--- src/design/ses_regs.vh ---
// Constants for the status event summary block: bit positions, reset
// values and error band codes. Included by the single design file.
// How it works
// - Operation complete sets event bit 0
// - Query error cases set event bit 2
// - Device or positive errors set bit 3
// - Execution errors set event bit 4
// - Command syntax errors set event bit 5
// - Power-on sets bit 7 until read or clear
// - Event bits 1,6 and status bit 0 zero
// - Enabled alarm bits set status bit 1
// - Error queue nonempty sets status bit 2
// - Enabled questionable bits set status bit 3
// - Unread output data sets status bit 4
// - Enabled standard events set status bit 5
// - Enabled status bits raise service request
// - Enabled operation bits set status bit 7
`ifndef SES_REGS_VH
`define SES_REGS_VH

// Standard event latch bit positions
`define SES_EV_OPC      0
`define SES_EV_QUERY    2
`define SES_EV_DEVICE   3
`define SES_EV_EXEC     4
`define SES_EV_CMD      5
`define SES_EV_PWR      7
`define SES_EV_USED     8'hbd
`define SES_EV_RESET    8'h80

// Status summary byte bit positions
`define SES_SB_ALARM    1
`define SES_SB_ERRQ     2
`define SES_SB_QUES     3
`define SES_SB_MAV      4
`define SES_SB_ESB      5
`define SES_SB_RQS      6
`define SES_SB_OPER     7

// Error code ranges (signed hundreds)
`define SES_ERR_CMD     3'h1
`define SES_ERR_EXEC    3'h2
`define SES_ERR_DEV     3'h3

`endif

--- src/design/ses_core.v ---
// Status event summary core: standard event latch, status byte summary,
// service request. Assumes event strobes and register views arrive from
// logic on the same clock; error queue storage is kept here.
`timescale 1ns/100ps
`default_nettype none
`include "ses_regs.vh"

module ses_core #(
  parameter SRC_W   = 16,
  parameter ERRQ_D  = 8,
  parameter ERRQ_AW = 3
) (
  input  wire              clk,
  input  wire              rstn,
  input  wire              opc_done,
  input  wire              rd_empty_out,
  input  wire              line_before_read,
  input  wire              both_bufs_full,
  input  wire              err_valid,
  input  wire signed [15:0] err_code,
  input  wire              err_read,
  input  wire              ev_read,
  input  wire              ev_clear,
  input  wire [7:0]        ev_enable,
  input  wire [7:0]        srq_enable,
  input  wire [SRC_W-1:0]  alarm_bits,
  input  wire [SRC_W-1:0]  alarm_enable,
  input  wire [SRC_W-1:0]  ques_bits,
  input  wire [SRC_W-1:0]  ques_enable,
  input  wire [SRC_W-1:0]  oper_bits,
  input  wire [SRC_W-1:0]  oper_enable,
  input  wire              out_pending,
  output reg  [7:0]        standard_event_latch,
  output reg  [7:0]        ev_read_data,
  output wire [7:0]        status_summary_byte,
  output wire              service_request,
  output reg  signed [15:0] err_read_data,
  output wire              err_queue_full
);

  // =====================================================================
  // Helpers
  function summary;
    input [SRC_W-1:0] bits;
    input [SRC_W-1:0] mask;
    begin
      summary = |(bits & mask);
    end
  endfunction

  // Classify negative code into its hundreds band; 0 when not negative
  function [2:0] err_band;
    input signed [15:0] code;
    reg   signed [15:0] mag;
    begin
      mag = -code;
      if (code >= 16'sd0) begin
        err_band = 3'h0;
      end else if (mag >= 16'sd100 && mag <= 16'sd199) begin
        err_band = `SES_ERR_CMD;
      end else if (mag >= 16'sd200 && mag <= 16'sd299) begin
        err_band = `SES_ERR_EXEC;
      end else if (mag >= 16'sd300 && mag <= 16'sd399) begin
        err_band = `SES_ERR_DEV;
      end else begin
        err_band = 3'h0;
      end
    end
  endfunction

  // =====================================================================
  // Event strobes
  wire [2:0] band = err_band(err_code);
  reg  [7:0] ev_set;

  always @* begin
    ev_set = 8'h00;
    ev_set[`SES_EV_OPC]    = opc_done;
    ev_set[`SES_EV_QUERY]  = rd_empty_out | line_before_read | both_bufs_full;
    ev_set[`SES_EV_DEVICE] = err_valid & ((band == `SES_ERR_DEV) | (err_code > 16'sd0));
    ev_set[`SES_EV_EXEC]   = err_valid & (band == `SES_ERR_EXEC);
    ev_set[`SES_EV_CMD]    = err_valid & (band == `SES_ERR_CMD);
  end

  // =====================================================================
  // Standard event latch
  // Reset value carries the power-on bit; nothing else raises it.
  wire [7:0] next_latch = ((ev_read | ev_clear) ? 8'h00 : standard_event_latch)
                          | (ev_set & `SES_EV_USED);

  always @(posedge clk or negedge rstn) begin
    if (!rstn) begin
      standard_event_latch <= `SES_EV_RESET;
      ev_read_data         <= 8'h00;
    end else begin
      standard_event_latch <= next_latch;
      if (ev_read) begin
        ev_read_data <= standard_event_latch;
      end
    end
  end

  // =====================================================================
  // Error queue, oldest first
  reg signed [15:0]    errq_mem [0:ERRQ_D-1];
  reg [ERRQ_AW-1:0]    wr_ptr;
  reg [ERRQ_AW-1:0]    rd_ptr;
  reg [ERRQ_AW:0]      errq_count;

  wire errq_empty = (errq_count == {(ERRQ_AW+1){1'b0}});
  assign err_queue_full = (errq_count == ERRQ_D[ERRQ_AW:0]);
  // A full queue drops the newest entry; the event bits still record it.
  wire do_push = err_valid & ~err_queue_full;
  wire do_pop  = err_read & ~errq_empty;

  always @(posedge clk) begin
    if (do_push) begin
      errq_mem[wr_ptr] <= err_code;
    end
  end

  always @(posedge clk or negedge rstn) begin
    if (!rstn) begin
      wr_ptr        <= {ERRQ_AW{1'b0}};
      rd_ptr        <= {ERRQ_AW{1'b0}};
      errq_count    <= {(ERRQ_AW+1){1'b0}};
      err_read_data <= 16'sd0;
    end else begin
      if (do_push) begin
        wr_ptr <= wr_ptr + 1'b1;
      end
      if (err_read) begin
        err_read_data <= errq_empty ? 16'sd0 : errq_mem[rd_ptr];
      end
      if (do_pop) begin
        rd_ptr <= rd_ptr + 1'b1;
      end
      case ({do_push, do_pop})
        2'b10:   errq_count <= errq_count + 1'b1;
        2'b01:   errq_count <= errq_count - 1'b1;
        default: errq_count <= errq_count;
      endcase
    end
  end

  // =====================================================================
  // Status summary byte
  wire [7:0] sb_base;
  assign sb_base[0]             = 1'b0;
  assign sb_base[`SES_SB_ALARM] = summary(alarm_bits, alarm_enable);
  assign sb_base[`SES_SB_ERRQ]  = ~errq_empty;
  assign sb_base[`SES_SB_QUES]  = summary(ques_bits, ques_enable);
  assign sb_base[`SES_SB_MAV]   = out_pending;
  assign sb_base[`SES_SB_ESB]   = |(standard_event_latch & ev_enable);
  assign sb_base[`SES_SB_RQS]   = 1'b0;
  assign sb_base[`SES_SB_OPER]  = summary(oper_bits, oper_enable);

  // Own bit excluded from the mask so the request cannot hold itself up
  assign service_request = |(sb_base & srq_enable & 8'hbf);
  assign status_summary_byte = sb_base | {1'b0, service_request, 6'h00};

endmodule
`default_nettype wire

--- config.mk ---
export PLATFORM = sky130hd
export DESIGN_NAME = ses_core
export DESIGN_NICKNAME = d
export VERILOG_FILES = /design/src/design/ses_core.v
export VERILOG_INCLUDE_DIRS = /design/src /design/src/design
export SDC_FILE = /design/constraint.sdc
export NUM_CORES = 1
export LEC_CHECK = 0
export ABC_CLOCK_PERIOD_IN_PS = 2600
export CAP_MARGIN = 20
export CORE_ASPECT_RATIO = 0.8
export CORE_MARGIN = 8
export CORE_UTILIZATION = 37
export DETAILED_ROUTE_END_ITERATION = 10
export DONT_BUFFER_PORTS = 1
export GPL_TIMING_DRIVEN = 0
export PLACE_DENSITY = 0.55
export SLEW_MARGIN = 20
export SYNTH_ARGS = -nofsm -noshare
export SYNTH_HDL_FRONTEND = slang
export SYNTH_SLANG_ARGS = --single-unit
export TNS_END_PERCENT = 20
--- constraint.sdc ---
create_clock -name clk -period 2.6 [get_ports clk]
set_input_delay 0.26 -clock clk [delete_from_list [all_inputs] [get_ports clk]]
set_output_delay 0.26 -clock clk [all_outputs]
set_load 0.01 [all_outputs]
[After elaboration in Yosys (flattened, before gate mapping)]
Memories as Yosys holds them, arrays and structs flattened.
Index checks and enable logic that the tools add are counted.
Storage, ports and cells
  output and inout bits: 42
  bits of input ports: 139
  word-level logic and storage cells: 63
  flip-flop bits (word level): 42
  ROM bits: 0
  latch bits: 0
  memories kept: 1
  RAM bits: 128
Memories
  errq_mem: depth 8, width 16, rd ports 1, clocked after memory_dff 0, write ports 1, RTL line ses_core.v:105  | reg signed [15:0] errq_mem [0:ERRQ_D-1];
Cells by class
  bitwise gates (word level): 18
  shifts and indexed selects: 0
  divide/modulo/power cells: 0
  reduce and logical (&&, ||, !) cells: 10
  add/sub/neg operators: 5
  equal/unequal tests: 6
  mux-type cells: 9
  magnitude comparators: 8
  $mul: 0
Operators by type and width (number)
  $and A16 B16 Y16: 3
  $reduce_or A16 Y1: 3
  $le A16 B10 Y1 const B: 2
  $and A8 B8 Y8: 2
  $ge A16 B1 Y1 const B: 1
  $ge A16 B10 Y1 const B: 1
  $ge A16 B8 Y1 const B: 1
  $ge A16 B9 Y1 const B: 1
  $gt A16 B1 Y1 const B: 1
  $le A16 B9 Y1 const B: 1
  $mux W16: 1
  $neg A16 Y16: 1
  $mux W8: 1
  $or A8 B6 Y8: 1
  $or A8 B7 Y8: 1
  $pmux W4 S2: 1
  $reduce_or A8 Y1: 1
  $reduce_or A7 Y1: 1
  $add A3 B1 Y3 const B: 2
  $eq A3 B2 Y1 const B: 2
  $mux W3: 2
  $and A1 B1 Y1: 5
  $add A4 B1 Y4 const B: 1
  $eq A4 B4 Y1 const B: 1
  11 further kinds: 19

[Longest topological paths before layout]
  depth in word-level cells: 11
  gate-level depth with buffers: 11
  gate-level depth less buffers: 11

[Worst setup path before layout]
No wires, ideal clock.
  kind: register to register
  from: reg errq_count[0]
  to: mem errq_mem[0][0] (enable)
  setup time: 0.409 ns
  slack: 0.196 ns
  clock period less this slack: 2.404 ns
  required time: 2.191 ns
  path buffers: 0
  cell stages (with the launch flop): 6
  data arrival time: 1.995 ns
  cell sequence: dfrtp_1 -> nor3_1 -> nand2_1 -> and2_1 -> nand2b_1 -> nor3_1
On the way
  word-level cells in the longest chain between the ends: 5
Ends and longest elaborated chain
  start: declaration: RTL line ses_core.v:108  | reg [ERRQ_AW:0] errq_count;
  start signal: assignment: RTL line ses_core.v:126  | errq_count <= {(ERRQ_AW+1){1'b0}};
  start signal: assignment: RTL line ses_core.v:139  | 2'b10: errq_count <= errq_count + 1'b1;
  start signal: assignment: RTL line ses_core.v:140  | 2'b01: errq_count <= errq_count - 1'b1;
  $eq A4 B4 Y1: RTL line ses_core.v:111  | assign err_queue_full = (errq_count == ERRQ_D[ERRQ_AW:0]);
  $not A1 Y1: RTL line ses_core.v:113  | wire do_push = err_valid & ~err_queue_full;
  $and A1 B1 Y1: RTL line ses_core.v:113
  $mux W1: RTL line ses_core.v:117  | if (do_push) begin
  $mux W1 (implied by the code): RTL line ses_core.v:118  | errq_mem[wr_ptr] <= err_code;
  end: declaration: RTL line ses_core.v:105
No other way between the ends.

[Worst setup path in the final report]
  from: reg standard_event_latch[3]
  to: out status_summary_byte[6]
On the way
  word-level cells in the longest chain between the ends: 5
Ends and longest elaborated chain
  start: declaration: RTL line ses_core.v:33  | output reg [7:0] standard_event_latch,
  start signal: assignment: RTL line ses_core.v:93  | standard_event_latch <= `SES_EV_RESET;
  start signal: assignment: RTL line ses_core.v:96  | standard_event_latch <= next_latch;
  $and A8 B8 Y8: RTL line ses_core.v:154  | assign sb_base[`SES_SB_ESB] = |(standard_event_latch & ev_enable);
  $reduce_or A8 Y1: RTL line ses_core.v:154
  $and A8 B8 Y8: RTL line ses_core.v:159  | assign service_request = |(sb_base & srq_enable & 8'hbf);
  $reduce_or A7 Y1: RTL line ses_core.v:159
  net service_request: RTL line ses_core.v:36  | output wire service_request,
  $or A8 B7 Y8: RTL line ses_core.v:160  | assign status_summary_byte = sb_base | {1'b0, service_request, 6'h00};
  end: declaration: RTL line ses_core.v:35  | output wire [7:0] status_summary_byte,
The timed path passes the listed nets, and every way through them passes these cells.

==> results by group <==
GRT
  • Pin count of the biggest net entering global routing: 39
  • Global-route wire length before repair: 27,100 um
  • Total track usage: 0.1589
  • Vias in the first global route: 4,172
  • Initial antenna violation count: 0
  • GRT overflow: 0

Floorplan
  • Number of top-level pins: 181
  • Full die area: 23,460 um^2
  • Site Rows: 45
  • Die height: 138.6 um
  • Die Span X: 169.3 um
  • Core area: 18,690 um^2
  • Starting Density: 0.3720

Synthesis
  • Synth area leader: edfxtp_1
  • Synth Area in Simple Gates: 0.04336
  • Cell Area, Synth: 6954 um^2
  • Seq/Total Area, Yosys: 0.6896
  • Synth Area in Adders: 0.01187
  • XOR/XNOR Fraction of Synth Area: 0.008816
  • Compound-cell area share of the yosys netlist: 0.07467
  • Main combinational cell family by area after synthesis: multiplexers
  • Syn Inst Count: 404
  • Top cells by area, synth: edfxtp_1, dfrtp_1, mux4_2
  • Post-synth top area share: 0.5527
  • Ys async rst share: 0.2289
  • Syn Area/Cell: 17.21 um^2
  • Post-synthesis mux area share: 0.1409
  • Main synth FF type: edfxtp_1
  • EDFF count, synth: 128
  • Synth cell types: 54
  • FF+latch count, synth: 166
  • Synth warnings: 0

Route
  • Via/cell ratio: 5.466
  • Antenna viol nets, final: 0
  • Pre-Repair DR Iteration Count: 4
  • DRC violations left: 0
  • Routed WL per cell: 25.16 um
  • Via Count: 3,990
  • DRT Wirelength: 18,370 um
  • DR iter-0 viols: 367

Setup path
  • Crit path cell chain: a22oi_1 -> nand3_2 -> a222oi_1 -> nand3_1 -> buf_4
  • Critical path class: reg2out
  • FF-to-FF path depth: 11
  • Crit path largest cell delay: 500 ps
  • CP max-delay cell: a222oi_1
  • Crit path required time: 2340 ps
  • Worst setup path startpoint: standard_event_latch[3]
  • CP Max Fanout: 4
  • Critical Path End Type: primary output
  • FF-to-FF setup slack: 170 ps
  • Worst R2R Start: errq_count[0]
  • Reg-to-reg endpoint: errq_count[3]
  • Critical Path Source Type: flip-flop
  • Crit path DAT: 2230 ps

Pwr
  • Pwr Density: 1007 nW/um^2
  • Leakage: 2.924 nW
  • Peak supply drop: 0.0004350 V

Clock tree
  • CTS buffer count: 17
  • Clk Latency, worst-skew pair: 420 ps
  • Root buffer cell: clkbuf_16
  • H-tree Lvls: 4
  • Clk pin slew, worst setup/hold paths: 70 ps
  • Clk sinks: 166
  • CTS tree: built
  • Clk buf depth: 2

Timing
  • Slew Limit Fails: 0
  • TNS Setup: 0 ps
  • Min Tclk post-route: 2489 ps
  • Tcrit/Tclk final: 0.9574
  • Fmax: 0.4017 GHz
  • Worst-Margin Slew: 947.7 ps
  • Slew headroom: 0.3682
  • Unrepaired setup endpoints after global routing: no
  • Final Skew: 7.856 ps
  • Setup Viol. Count Final: 0
  • Final hold viol count: 0

Worst hold path
  • Hold depth: 2
  • WHS Endpoint: standard_event_latch[3]
  • Min-delay src: err_valid
  • Worst min path class: in2reg

Cells and area
  • Fillers: 1,667
  • # nets final: 604
  • Antenna cells: 0
  • Layout cells sized above 1: 0.2436
  • Area growth syn-to-layout: 18.95%
  • Final Instance Count excl. Fillers: 730
  • Final Cell Area: 8272 um^2

Placement
  • Dpl cell area: 7445 um^2
  • Buffers on Ports: 0
  • Placer Congestion: 0.9372
  • Cell total after placement: 676
  • HPWL after detailed placement: 13,200 um

Run
  • Max_cap viols: 0

Outcome
  • Status: finished, final reports clean
==> flip-flops by register name, indices dropped and copies added (netlist names) <==
| signal | flops |
|---|---|
| err_read_data | 16 |
| errq_count | 4 |
| errq_mem | 128 |
| ev_read_data | 6 |
| rd_ptr | 3 |
| standard_event_latch | 6 |
| wr_ptr | 3 |
==> placed cells by master, fill, tap and decap left out, drive strengths merged, types with 2 or more instances in the layout <==
| cell type | synthesis | routed |
|---|---|---|
| nand2 | 19 | 19 |
| dlygate4sd3 | 0 | 20 |
| o22ai | 16 | 16 |
| a22o | 12 | 12 |
| or3 | 2 | 2 |
| inv | 24 | 30 |
| clkinv | 0 | 5 |
| dfrtp | 37 | 37 |
| mux4 | 32 | 32 |
| o31ai | 2 | 2 |
| a41oi | 2 | 2 |
| a221oi | 12 | 12 |
| buf | 12 | 24 |
| clkinvlp | 0 | 3 |
| mux2 | 7 | 7 |
| o21ai | 4 | 4 |
| edfxtp | 128 | 128 |
| ha | 5 | 5 |
| nand2b | 5 | 5 |
| xnor2 | 5 | 5 |
| nor3 | 4 | 4 |
| conb | 1 | 5 |
| clkbuf | 10 | 27 |
| a21o | 2 | 2 |
| nor2 | 12 | 12 |
| mux2i | 18 | 18 |
| a22oi | 4 | 4 |
| xor2 | 2 | 2 |
| nor4 | 2 | 2 |
| nand3 | 2 | 2 |
| nand4 | 5 | 5 |
| and2 | 2 | 2 |
==> kinds of logic after synthesis <==
family	after synthesis
flip-flops	166
AO/OA/AOI/OAI	63
AND/OR/NAND/NOR	58
multiplexers	57
buffers and inverters	46
XOR/XNOR	7
adder cells (fa/ha/maj)	6
other	1
==> metrics by stage <==
stage                     utilization  setup WS [ps]  hold slack [ps]  power [W]
after global routing           0.4425          12.06            19.69   0.008731
after global placement         0.3901          -1145           -33.57   0.005778
after floorplan                     -          195.9           -35.59   0.005232
after CTS                      0.4417          15.26            9.726   0.008451
final                          0.4425          110.9            34.03   0.008333
after detailed placement       0.3983         -358.9           -33.68   0.005947
==> routing by layer <==
metal | global-route usage | part of all wire
met5 | 0 | 0
met4 | 0.04695 | 0.016
met3 | 0.05946 | 0.076
met2 | 0.2391 | 0.47
met1 | 0.2106 | 0.44
==> cell type report <==
type                       instances  area, um^2  share of cell area
buffer                            22       120.1             0.01452
sequential                       166        4796              0.5798
clock inverter                    15       143.9             0.01740
timing repair buffer              32       362.8             0.04387
multi-input combinational        196        2011              0.2431
clock buffer                      17       425.4             0.05143
tap                              258       322.8             0.03903
inverter                          24       90.09             0.01089
==> worst max-delay path by stage <==
| stage | to | slack, ps |
|---|---|---|
| after floorplan | errq_mem[0][0] | 200 |
| final | status_summary_byte[6] | 110 |
| after global routing | status_summary_byte[6] | 10 |
| after global placement | errq_mem[0][11] | -1140 |
| after detailed placement | errq_count[3] | -360 |
| after CTS | status_summary_byte[6] | 20 |
==> power breakdown <==
part	switching, W	internal, W
registers	0.000290	0.00338
clock network	0.00108	0.00134
logic	0.00120	0.00105
total	0.00257	0.00577
==> cell usage after synthesis, types with 2 or more instances <==
master    number
a21o_1         2
a41oi_1        2
nand2b_1       5
nor3_1         3
nand3_1        2
xnor2_1        5
a221oi_1      12
a22oi_1        4
o21ai_1        2
ha_1           5
buf_4          7
a22o_1        12
buf_2          3
and2_1         2
dfrtp_1       37
mux4_2        32
nand2_1       19
or3_1          2
clkbuf_1      10
inv_2          2
nor2_1        12
edfxtp_1     128
inv_1         22
mux2i_1       18
o21ai_0        2
nand4_1        5
xor2_1         2
o22ai_1       16
mux2_2         6
==> worst max-delay path, delay by kind of cell, from the launching register on <==
| family | cells | cell delay [ps] |
|---|---|---|
| DFF | 1 | 460 |
| and+or+nand+nor | 2 | 420 |
| AOI/OAI and AO/OA | 2 | 720 |
| buffers and inverters | 1 | 210 |
==> repair_timing <==
item / CTS / global route
setup endpoints to repair: 2 / 2
endpoints found under the hold margin: 168 / 0
cloned: 0 / 0
pin swaps: 0 / 2
hold buffers: 21 / 0
resized for setup: 2 / 3
setup buffers: 1 / 0
Power figures use the tool's default switching activity.
